$ cat config.mk
export PLATFORM = sky130hd
export DESIGN_NAME = stfg_frame_gen
export DESIGN_NICKNAME = d
export VERILOG_FILES = /design/src/shared/stfg_pkg.sv /design/src/hw/stfg_frame_gen.sv /design/src/hw/stfg_code_map.sv /design/src/hw/stfg_cksum.sv
export SDC_FILE = /design/constraint.sdc
export NUM_CORES = 1
export LEC_CHECK = 0
export BUFFER_PORTS_ARGS = -buffer_cell sky130_fd_sc_hd__buf_2
export CAP_MARGIN = 20
export CORE_AREA = 10 10 92 94
export CTS_CLUSTER_SIZE = 12
export DETAILED_ROUTE_END_ITERATION = 12
export DIE_AREA = 0 0 102 104
export GPL_TIMING_DRIVEN = 0
export PLACE_DENSITY_LB_ADDON = 0.05
export SLEW_MARGIN = 40
export SYNTH_ARGS = -nofsm -noshare
export SYNTH_HDL_FRONTEND = slang
export SYNTH_HIERARCHICAL = 1
export SYNTH_SLANG_ARGS = --single-unit
$ cat constraint.sdc
create_clock -name sys_clk -period 3.92 [get_ports sys_clk]
set_clock_uncertainty 0.2 [all_clocks]
set_input_delay 0.588 -clock sys_clk [delete_from_list [all_inputs] [get_ports sys_clk]]
set_output_delay 0.588 -clock sys_clk [all_outputs]
set_load 0.1 [all_outputs]
$ cat src/shared/stfg_pkg.sv
// Purpose: Constants and types shared by the status frame generator files.
// Assumes: Frames are built unescaped, one byte per handshake, 100 MHz sys_clk.
// Notes: Offsets count from the start delimiter; the checksum sits after the last field.
package stfg_pkg;

  // Fixed frame bytes.
  localparam logic [7:0] STFG_START_DELIM = 8'h7E;
  localparam logic [7:0] STFG_TYPE_TX_STATUS = 8'h89;
  localparam logic [7:0] STFG_TYPE_MODEM = 8'h8A;
  localparam logic [7:0] STFG_CKSUM_BASE = 8'hFF;

  // Length field values: bytes between the length field and the checksum.
  localparam logic [15:0] STFG_LEN_TX_STATUS = 16'h0003;
  localparam logic [15:0] STFG_LEN_MODEM = 16'h0002;

  // Byte offsets within a frame.
  localparam logic [2:0] STFG_OFS_DELIM = 3'h0;
  localparam logic [2:0] STFG_OFS_LEN_HI = 3'h1;
  localparam logic [2:0] STFG_OFS_LEN_LO = 3'h2;
  localparam logic [2:0] STFG_OFS_TYPE = 3'h3;
  localparam logic [2:0] STFG_OFS_FIELD_A = 3'h4;
  localparam logic [2:0] STFG_OFS_FIELD_B = 3'h5;
  localparam logic [2:0] STFG_OFS_CKSUM_TX = 3'h6;
  localparam logic [2:0] STFG_OFS_CKSUM_MODEM = 3'h5;

  // Delivery status codes.
  localparam logic [7:0] STFG_DLV_SUCCESS = 8'h00;
  localparam logic [7:0] STFG_DLV_MAC_ACK = 8'h01;
  localparam logic [7:0] STFG_DLV_CLEAR_CHANNEL = 8'h02;
  localparam logic [7:0] STFG_DLV_PURGED = 8'h03;
  localparam logic [7:0] STFG_DLV_BAD_CLUSTER = 8'h20;
  localparam logic [7:0] STFG_DLV_NET_ACK = 8'h21;
  localparam logic [7:0] STFG_DLV_NO_ROUTE = 8'h25;
  localparam logic [7:0] STFG_DLV_INTERNAL = 8'h31;
  localparam logic [7:0] STFG_DLV_NO_BUFFERS = 8'h32;
  localparam logic [7:0] STFG_DLV_NO_SESSION = 8'h34;
  localparam logic [7:0] STFG_DLV_ENCRYPT = 8'h35;
  localparam logic [7:0] STFG_DLV_TOO_LARGE = 8'h74;
  localparam logic [7:0] STFG_DLV_UNREQUESTED = 8'h75;

  // Modem status codes.
  localparam logic [7:0] STFG_MDM_HW_RESET = 8'h00;
  localparam logic [7:0] STFG_MDM_WATCHDOG = 8'h01;
  localparam logic [7:0] STFG_MDM_NET_WAKE = 8'h0B;
  localparam logic [7:0] STFG_MDM_NET_SLEEP = 8'h0C;
  localparam logic [7:0] STFG_MDM_SUPPLY = 8'h0D;
  localparam logic [7:0] STFG_MDM_SESS_UP = 8'h3B;
  localparam logic [7:0] STFG_MDM_SESS_END = 8'h3C;
  localparam logic [7:0] STFG_MDM_SESS_AUTH = 8'h3D;
  localparam logic [7:0] STFG_MDM_BLE_DROP = 8'h33;

  // Transmit outcome causes as the radio core reports them.
  typedef enum logic [3:0] {
    TXC_SUCCESS = 4'h0, TXC_MAC_ACK = 4'h1, TXC_CLEAR_CHANNEL = 4'h2, TXC_PURGED = 4'h3,
    TXC_BAD_CLUSTER = 4'h4, TXC_NET_ACK = 4'h5, TXC_NO_ROUTE = 4'h6, TXC_INTERNAL = 4'h7,
    TXC_NO_BUFFERS = 4'h8, TXC_NO_SESSION = 4'h9, TXC_ENCRYPT = 4'hA, TXC_TOO_LARGE = 4'hB,
    TXC_UNREQUESTED = 4'hC
  } stfg_tx_cause_t;

  // Device events that raise a modem status frame.
  typedef enum logic [3:0] {
    MDC_HW_RESET = 4'h0, MDC_WATCHDOG = 4'h1, MDC_NET_WAKE = 4'h2, MDC_NET_SLEEP = 4'h3,
    MDC_SUPPLY = 4'h4, MDC_SESS_UP = 4'h5, MDC_SESS_END = 4'h6, MDC_SESS_AUTH = 4'h7,
    MDC_BLE_DROP = 4'h8
  } stfg_modem_cause_t;

  // Completed transmit request.
  typedef struct packed {
    logic [7:0] tag;
    stfg_tx_cause_t cause;
    logic broadcast;
  } stfg_tx_done_t;

  // One byte of the outgoing frame stream.
  typedef struct packed {
    logic [7:0] data;
    logic first;
    logic last;
  } stfg_byte_t;

  typedef enum logic [0:0] {
    ST_IDLE = 1'b0,
    ST_SEND = 1'b1
  } stfg_state_e_t;

endpackage

$ cat src/hw/stfg_frame_gen.sv
// Purpose: Builds transmit-status and modem-status frames as a byte stream.
// Assumes: The host side takes bytes with a valid/ready handshake; no escaping.
// Notes: One frame is built at a time; events wait on their own handshake meanwhile.
`timescale 1ns/100ps

// How it works
// RULE_01: Finished transmit request emits frame type 0x89.
// RULE_02: Zero correlation tag suppresses transmit-status frame.
// RULE_03: Start byte, then 16-bit length field.
// RULE_04: Last byte is 0xFF minus summed bytes.
// RULE_05: Transmit-status echoes correlation tag at offset four.
// RULE_06: Delivery codes 0x00 to 0x03.
// RULE_07: Delivery codes 0x20, 0x21, 0x25, 0x31.
// RULE_08: Delivery codes 0x32, 0x34, 0x35.
// RULE_09: Delivery codes 0x74 and 0x75.
// RULE_10: Broadcast always reports delivery status success.
// RULE_11: Host uses this format only for legacy.
// RULE_12: Device events emit frame type 0x8A plus code.
// RULE_13: Modem codes 0x00 reset, 0x01 watchdog.
// RULE_14: Modem codes 0x0B wake, 0x0C sleep.
// RULE_15: Modem code 0x0D for supply fault.
// RULE_16: Modem codes 0x3B, 0x3C, 0x3D, 0x33.
// RULE_17: Power-up sends one modem frame, code 0x00.
// RULE_18: Start byte 0x7E; multi-byte fields big-endian.
module stfg_frame_gen
  import stfg_pkg::*;
(
  // Clock and reset.
  input wire logic sys_clk,
  input wire logic resetn,

  // Completed transmit requests from the radio core.
  input wire logic tx_done_valid,
  input wire stfg_tx_done_t tx_done,
  output logic tx_done_ready,

  // Device events from the radio core.
  input wire logic modem_evt_valid,
  input wire stfg_modem_cause_t modem_evt_cause,
  output logic modem_evt_ready,

  // Frame byte stream toward the host.
  output stfg_byte_t frame_out,
  output logic frame_out_valid,
  input wire logic frame_out_ready,

  // Status.
  output logic frame_busy,
  output logic boot_pending,
  output logic frame_done,
  output logic tag_suppressed,
  output logic event_rejected
);

  // All state of the generator except the running sum, which u_cksum holds.
  typedef struct packed {
    stfg_state_e_t st;
    logic is_modem;
    logic [2:0] idx;
    logic [7:0] field_a;
    logic [7:0] field_b;
    logic boot_pending;
    logic out_valid;
    stfg_byte_t out;
    logic done;
    logic suppressed;
    logic rejected;
  } stfg_gen_state_t;

  stfg_gen_state_t s_q;
  stfg_gen_state_t s_d;

  // Code bytes from the cause translator.
  logic [7:0] delivery_code;
  logic [7:0] modem_code;
  logic modem_legal;

  // Checksum control.
  logic ck_clear;
  logic ck_add;
  logic [7:0] ck_check;

  // Frame assembly helpers.
  logic slot_free;
  logic idle_open;
  logic [2:0] last_idx;
  logic [15:0] frame_len;
  logic [7:0] frame_type;
  logic [7:0] cur_byte;
  logic is_last;
  logic sending;

  // Cause translation is shared by both frame kinds.
  stfg_code_map u_code_map (
    .tx_cause(tx_done.cause),
    .tx_broadcast(tx_done.broadcast),
    .delivery_code(delivery_code),
    .modem_cause(modem_evt_cause),
    .modem_code(modem_code),
    .modem_legal(modem_legal)
  );

  // Running checksum over the bytes from the frame type onward.
  stfg_cksum u_cksum (
    .sys_clk(sys_clk),
    .resetn(resetn),
    .clear(ck_clear),
    .add(ck_add),
    .byte_in(cur_byte),
    .check(ck_check)
  );

  // The output register can take a new byte when empty or being drained.
  assign slot_free = !s_q.out_valid || frame_out_ready;

  // New events are only taken between frames, and never before the boot frame.
  assign idle_open = (s_q.st == ST_IDLE) && !s_q.boot_pending; // see RULE_17

  // Modem events take priority, so a transmit result waits while one is offered.
  assign modem_evt_ready = idle_open;
  assign tx_done_ready = idle_open && !modem_evt_valid;

  // Frame shape depends on the kind being built.
  always_comb begin
    if (s_q.is_modem) begin
      last_idx = STFG_OFS_CKSUM_MODEM;
      frame_len = STFG_LEN_MODEM;
      frame_type = STFG_TYPE_MODEM; // see RULE_12
    end else begin
      last_idx = STFG_OFS_CKSUM_TX;
      frame_len = STFG_LEN_TX_STATUS;
      frame_type = STFG_TYPE_TX_STATUS; // see RULE_01
    end
  end

  assign is_last = (s_q.idx == last_idx);

  // Byte at the current offset; the checksum always closes the frame.
  always_comb begin
    cur_byte = STFG_START_DELIM;
    if (is_last) begin
      cur_byte = ck_check; // see RULE_04
    end else begin
      unique case (s_q.idx)
        STFG_OFS_DELIM: cur_byte = STFG_START_DELIM; // see RULE_03, RULE_18
        STFG_OFS_LEN_HI: cur_byte = frame_len[15:8]; // see RULE_18
        STFG_OFS_LEN_LO: cur_byte = frame_len[7:0]; // see RULE_03
        STFG_OFS_TYPE: cur_byte = frame_type;
        STFG_OFS_FIELD_A: cur_byte = s_q.field_a; // see RULE_05, RULE_12
        STFG_OFS_FIELD_B: cur_byte = s_q.field_b;
        default: cur_byte = ck_check;
      endcase
    end
  end

  // A byte moves into the output register on every free slot while sending.
  assign sending = (s_q.st == ST_SEND) && slot_free;

  // Only bytes from the frame type up to the checksum enter the sum.
  assign ck_add = sending && (s_q.idx >= STFG_OFS_TYPE) && !is_last; // see RULE_04

  // The sum restarts whenever a new frame is loaded.
  assign ck_clear = (s_q.st == ST_IDLE);

  // Next-state logic for the whole generator.
  always_comb begin
    s_d = s_q;
    s_d.done = 1'b0;
    s_d.suppressed = 1'b0;
    s_d.rejected = 1'b0;

    // A byte accepted by the host leaves the output register.
    if (s_q.out_valid && frame_out_ready) begin
      s_d.out_valid = 1'b0;
    end

    unique case (s_q.st)
      ST_IDLE: begin
        s_d.idx = STFG_OFS_DELIM;
        if (s_q.boot_pending) begin
          // The power-up frame goes out before anything the core reports.
          s_d.boot_pending = 1'b0;
          s_d.is_modem = 1'b1;
          s_d.field_a = STFG_MDM_HW_RESET; // see RULE_17
          s_d.field_b = 8'h00;
          s_d.st = ST_SEND;
        end else if (modem_evt_valid) begin
          // An unknown event code is taken and dropped rather than encoded.
          if (modem_legal) begin
            s_d.is_modem = 1'b1;
            s_d.field_a = modem_code; // see RULE_12
            s_d.field_b = 8'h00;
            s_d.st = ST_SEND;
          end else begin
            s_d.rejected = 1'b1;
          end
        end else if (tx_done_valid) begin
          // A zero tag means the host asked for no answer at all.
          if (tx_done.tag == 8'h00) begin
            s_d.suppressed = 1'b1; // see RULE_02
          end else begin
            s_d.is_modem = 1'b0;
            s_d.field_a = tx_done.tag; // see RULE_05
            s_d.field_b = delivery_code; // see RULE_06, RULE_10
            s_d.st = ST_SEND; // see RULE_01
          end
        end
      end

      ST_SEND: begin
        if (slot_free) begin
          s_d.out_valid = 1'b1;
          s_d.out.data = cur_byte;
          s_d.out.first = (s_q.idx == STFG_OFS_DELIM);
          s_d.out.last = is_last;
          s_d.idx = 3'(s_q.idx + 3'h1);
          if (is_last) begin
            s_d.done = 1'b1;
            s_d.st = ST_IDLE;
          end
        end
      end
    endcase
  end

  // State register; the boot frame is armed by reset itself.
  always_ff @(posedge sys_clk or negedge resetn) begin
    if (!resetn) begin
      s_q <= '{
        st: ST_IDLE,
        is_modem: 1'b1,
        idx: STFG_OFS_DELIM,
        field_a: 8'h00,
        field_b: 8'h00,
        boot_pending: 1'b1, // see RULE_17
        out_valid: 1'b0,
        out: '0,
        done: 1'b0,
        suppressed: 1'b0,
        rejected: 1'b0
      };
    end else begin
      s_q <= s_d;
    end
  end

  // Outputs come straight from the state register.
  assign frame_out = s_q.out;
  assign frame_out_valid = s_q.out_valid;
  assign frame_busy = (s_q.st == ST_SEND) || s_q.out_valid;
  assign boot_pending = s_q.boot_pending;
  assign frame_done = s_q.done;
  assign tag_suppressed = s_q.suppressed;
  assign event_rejected = s_q.rejected;

endmodule

$ cat src/hw/stfg_code_map.sv
// Purpose: Translates transmit and modem causes into their status code bytes.
// Assumes: Pure combinational logic; callers register the results.
// Notes: Unknown modem cause encodings are flagged; unknown transmit causes encode as internal fault.
`timescale 1ns/100ps
module stfg_code_map
  import stfg_pkg::*;
(
  // Transmit outcome.
  input wire stfg_tx_cause_t tx_cause,
  input wire logic tx_broadcast,
  output logic [7:0] delivery_code,
  // Modem event.
  input wire stfg_modem_cause_t modem_cause,
  output logic [7:0] modem_code,
  output logic modem_legal
);

  // Broadcasts are never acknowledged, so their outcome is always success.
  always_comb begin
    delivery_code = STFG_DLV_INTERNAL;
    if (tx_broadcast) begin
      delivery_code = STFG_DLV_SUCCESS; // see RULE_10
    end else begin
      unique case (tx_cause)
        TXC_SUCCESS: delivery_code = STFG_DLV_SUCCESS; // see RULE_06
        TXC_MAC_ACK: delivery_code = STFG_DLV_MAC_ACK;
        TXC_CLEAR_CHANNEL: delivery_code = STFG_DLV_CLEAR_CHANNEL;
        TXC_PURGED: delivery_code = STFG_DLV_PURGED;
        TXC_BAD_CLUSTER: delivery_code = STFG_DLV_BAD_CLUSTER; // see RULE_07
        TXC_NET_ACK: delivery_code = STFG_DLV_NET_ACK;
        TXC_NO_ROUTE: delivery_code = STFG_DLV_NO_ROUTE;
        TXC_INTERNAL: delivery_code = STFG_DLV_INTERNAL;
        TXC_NO_BUFFERS: delivery_code = STFG_DLV_NO_BUFFERS; // see RULE_08
        TXC_NO_SESSION: delivery_code = STFG_DLV_NO_SESSION;
        TXC_ENCRYPT: delivery_code = STFG_DLV_ENCRYPT;
        TXC_TOO_LARGE: delivery_code = STFG_DLV_TOO_LARGE; // see RULE_09
        TXC_UNREQUESTED: delivery_code = STFG_DLV_UNREQUESTED;
        default: delivery_code = STFG_DLV_INTERNAL; // Unknown cause is an internal fault.
      endcase
    end
  end

  // Modem event codes; encodings past the last event are not legal.
  always_comb begin
    modem_code = STFG_MDM_HW_RESET;
    modem_legal = 1'b1;
    unique case (modem_cause)
      MDC_HW_RESET: modem_code = STFG_MDM_HW_RESET; // see RULE_13
      MDC_WATCHDOG: modem_code = STFG_MDM_WATCHDOG;
      MDC_NET_WAKE: modem_code = STFG_MDM_NET_WAKE; // see RULE_14
      MDC_NET_SLEEP: modem_code = STFG_MDM_NET_SLEEP;
      MDC_SUPPLY: modem_code = STFG_MDM_SUPPLY; // see RULE_15
      MDC_SESS_UP: modem_code = STFG_MDM_SESS_UP; // see RULE_16
      MDC_SESS_END: modem_code = STFG_MDM_SESS_END;
      MDC_SESS_AUTH: modem_code = STFG_MDM_SESS_AUTH;
      MDC_BLE_DROP: modem_code = STFG_MDM_BLE_DROP;
      default: modem_legal = 1'b0;
    endcase
  end

endmodule

$ cat src/hw/stfg_cksum.sv
// Purpose: Running byte sum for the frame checksum.
// Assumes: The owner clears it when a frame is loaded and adds each summed byte.
// Notes: The check byte is derived from the stored sum, so it is stable between adds.
`timescale 1ns/100ps
module stfg_cksum
  import stfg_pkg::*;
(
  // Clock and reset.
  input wire logic sys_clk,
  input wire logic resetn,
  // Control and data.
  input wire logic clear,
  input wire logic add,
  input wire logic [7:0] byte_in,
  output logic [7:0] check
);

  logic [7:0] sum_q;
  logic [7:0] sum_d;

  // Clear wins over add; the two never meet because a load is not a send cycle.
  always_comb begin
    sum_d = sum_q;
    if (clear) begin
      sum_d = 8'h00;
    end else if (add) begin
      sum_d = 8'(sum_q + byte_in);
    end
  end

  always_ff @(posedge sys_clk or negedge resetn) begin
    if (!resetn) begin
      sum_q <= 8'h00;
    end else begin
      sum_q <= sum_d;
    end
  end

  // Only the low eight bits of the sum take part.
  assign check = 8'(STFG_CKSUM_BASE - sum_q); // see RULE_04

endmodule

==> results <==
- The count of pins over their slew limit is 0.
- Counting buffers and inverters, the worst setup path is 13 cells deep.
- The compound-cell area share of the yosys netlist is 0.215.
- Setup repair after global routing left no endpoint under its margin.
- The number of design rule violations left after detail routing is 0.
- The count of routing violations after the opening detailed-route iteration is approximately 100.
- Of the post-synthesis cell area, the dominant cell type holds 0.358.
- A synthesized cell averages 9.33 sq um.
- The critical path arrival is ~3700 ps.
- The global routing usage summed across all routing layers is 0.134.
- The antenna diode count is 0.
- The most frequently used flop master after synthesis is dfrtp_1.
- STA puts the critical path data required time at a little under 4000 ps.
- The most numerous cell in the Yosys netlist is dfrtp_1.
- The slew at the pin closest to its max-slew limit is 797 ps.
- The signal on the critical path passes through ha_1 > ha_1 > or4_1 > buf_2 > a21oi_1 > a41oi_1 > ha_1 > fa_1 > a21o_1 > a21oi_2 > o21ai_1 > mux2i_1 > o311ai_1.
- Grouping stages by cell kind, the critical path spends the most delay in adder cells.
- The TritonCTS clock tree is done.
- The via count of the first global-routing pass is 2335.
- The leftover overflow at the end of global routing is 0.
- The CTS buffer count is 5.
- The core footprint is 6680 sq um.
- The total met3 wirelength after detailed routing is about 180 um.
- Of the total synthesized cell area, the portion taken by XOR and XNOR cells is 0.0149.
- The count of synthesis-stage warnings from yosys is 6.
- The register bit count reported by yosys is 44.
- In the final layout, the share of cells above drive strength 1 is 0.228.
- Once detail routing completed, the nets flagged for antenna violations numbered 0.
- The die covers about 11000 sq um.
- The top-level I/O count is 40.
- For this configuration, the core starts out at a cell density of 0.440.
- The top routing layer in use is met4.
- The detail-routed via count per cell is 5.53.
- Hold timing on the final database bottoms out at a slack of 65.3 ps.
- Ranked by instance count, the synthesized netlist is headed by 42 x dfrtp_1, 26 x nor2_1, 19 x nand2_1, 17 x a21oi_1, 16 x inv_1.
- In this design, the stage delay of the slowest critical-path cell is 550 ps.
- The largest fanout on the critical path is 10.
- The routed design could run at a clock period as short as ~3800 ps.
- In the detailed route, the total length drawn on met2 is 3.43 mm.
- The share of synthesized cell area in full adder, half adder and majority cells is 0.0622.
- By area, the combinational part of the netlist is dominated by compound AO/OA/AOI/OAI gates.
- The post-synthesis instance area is 2940 sq um.
- Routability-driven placement finished with a final weighted congestion of 0.841.
- Yosys attributes the largest share of cell area to dfrtp_1 36%, ha_1 5.5%, mux2i_1 5.1%, buf_4 3.8%, nor2_1 3.3%.
- The growth of design area from synthesis to finish is 14.6%.
- The filler cells instantiated in the layout total 660.
- Summed over all failing endpoints, the final setup total negative slack is 0 ps.
- The number of max-cap violations is 0.
- The overall routed net length is 7.01 mm.
- For this design, the sink count on the clock tree is 44.
- For the worst flop-to-flop path, the logic depth is 13.
- Across all layers, the routed design uses about 2500 vias.
- The count of buffers added on input and output ports is 38.
- The area of the multi-input gates is 1620 sq um.
- Of the synthesized area, sequential elements account for 0.375.
- Derived from the worst setup path, the maximum achievable clock frequency is between 200 and 300 MHz.
- The first-pass detailed-route iteration total is 4.
- The simple-gate share of the synthesized area is 0.189.
- The longest clock path from root to sink contains 2 buffers.
- After synthesis, the netlist uses 63 different library cells.
- Counting flops with an async set or reset pin after synthesis yields a share of 1.00.
- The largest total area in the synthesized netlist belongs to dfrtp_1.
- The placed cell area is approximately 3200 sq um.
- Row generation in the floorplan step produced 30 rows.
- The class of the most critical setup path is flip-flop to flip-flop.
- From left edge to right edge, the die measures 102 um.
- The flow ran to the end, and the final reports show no timing, DRC or antenna violations.
- In this design, the critical path's most frequently occurring cell is ha_1.
- The sort of element at the start of the critical path is a flip-flop.
- The HPWL reported at the end of detailed placement is 5.45 mm.
- The tree is rooted in a clkbuf_8.
- The number of instances in the synthesized netlist is 315.
- The count of endpoints failing setup in the final report is 0.
- For the worst-skew pair, the clock arrives at the later sink with an insertion delay of 300 ps.
- The summed area of non-filler cells in the final layout is 3370 sq um.
- STA classifies the critical path endpoint as a flip-flop.
- The clock-pin slew on the worst setup and hold paths is roughly 90 ps.
- The number of enable-type register cells in the synthesized netlist is 0.
- The min-delay analysis places its worst path in the category primary input to async pin.
- The die height is approximately 100 um.
- At the end of the flow, the number of nets in the layout was 399.
- The final-report hold violation count is 0.
- Entering global routing, the biggest net connects 45 pins.
- The sequential standard cell area is around 1100 sq um.
- The portion of synthesized area spent on multiplexers is 0.0600.
- In this run the tightest slew margin relative to its limit is 0.464.
- The average wire length per cell after detail routing is 15.8 um.
- The first global-routing pass estimated 11.7 mm of wire.
- Of the available clock period, the critical path in the final layout requires 0.962.
- The H-tree was split into 2 levels.
- The detailed router put a total of 3.33 mm of wire on met1.
- Together, buffers and inverters on the worst path number 1.
- The slowest stage of the critical path is the or4_1 cell.
- The initial antenna violation count was 0.
-- cells by family after synthesis --
| group | count (synthesis) |
|---|---|
| other cells | 1 |
| fa+ha+maj | 14 |
| mux | 17 |
| xor+xnor | 5 |
| compound gates | 88 |
| buf+inv | 45 |
| flops | 44 |
| simple gates | 101 |
-- per-stage QoR --
step | worst slack [ps] | std cells | utilization
floorplan | 112 | 318 | -
global placement | 77.9 | 436 | 0.485
detailed placement | 49.0 | 436 | 0.486
CTS | 35.1 | 444 | 0.504
global route | 24.5 | 444 | 0.504
finish | 148 | 444 | 0.504
-- registers in the layout, indices dropped and copies added, names as in the netlist --
register and cells:
frame_done 1, u_cksum/sum_q 8, s_q 21, frame_out 10, event_rejected 1, frame_out_valid 1, tag_suppressed 1, boot_pending 1
-- cell type report --
cell class / instances / share of cell area
clock inverter: 3 / 0.0137
clock buffer: 5 / 0.0204
buffer: 29 / 0.0531
timing repair buffer: 38 / 0.0572
multi-input combinational: 229 / 0.480
tap: 80 / 0.0297
sequential: 44 / 0.328
inverter: 16 / 0.0178
-- layout by cell type, fill, tap and decap left out, drive strengths merged, types with 2 or more instances in the layout --
master,synthesis,final
o2bb2ai,8,8
a22o,10,10
and2,5,5
nand3b,4,4
or4,3,3
dfrtp,42,42
xnor2,4,4
a311o,2,2
and4,4,4
clkbuf,6,11
nor2b,3,3
a211oi,5,5
dfstp,2,2
nand3,7,7
mux2i,15,15
nor3b,2,2
o31ai,8,8
nor3,10,10
conb,1,4
ha,13,13
o21bai,2,2
o311ai,3,3
inv,16,17
nor2,26,26
mux2,2,2
a21oi,17,17
a21o,4,4
a31oi,3,3
nand2,19,19
nand2b,4,4
o21ai,19,19
buf,23,61
nor4,4,4
-- final timing paths --
check / start / end / slack (ps)
min in group sys_clk: frame_out[0] / frame_out[0] / 280
max reg2reg: s_q[31] / u_cksum/sum_q[6] / 150
min: resetn / u_cksum/sum_q[5] / 70
max: s_q[31] / u_cksum/sum_q[6] / 150
min reg2reg: frame_out[0] / frame_out[0] / 280
max in group asynchronous: resetn / s_q[31] / 3040
-- repair_timing --
action,in CTS,in global routing
setup endpoints to repair,0,2
hold buffers,0,0
buffers inserted,0,0
resized for setup,0,2
-- routing by layer --
metal | up-vias | track usage
li1 | 1232 | -
met1 | 1172 | 0.173
met2 | 43 | 0.221
met3 | 7 | 0.0239
met4 | 0 | 0.0302
met5 | - | 0
Power is not shown: default switching activity piles up to over one toggle a cycle in this logic, so the estimate is an artifact.
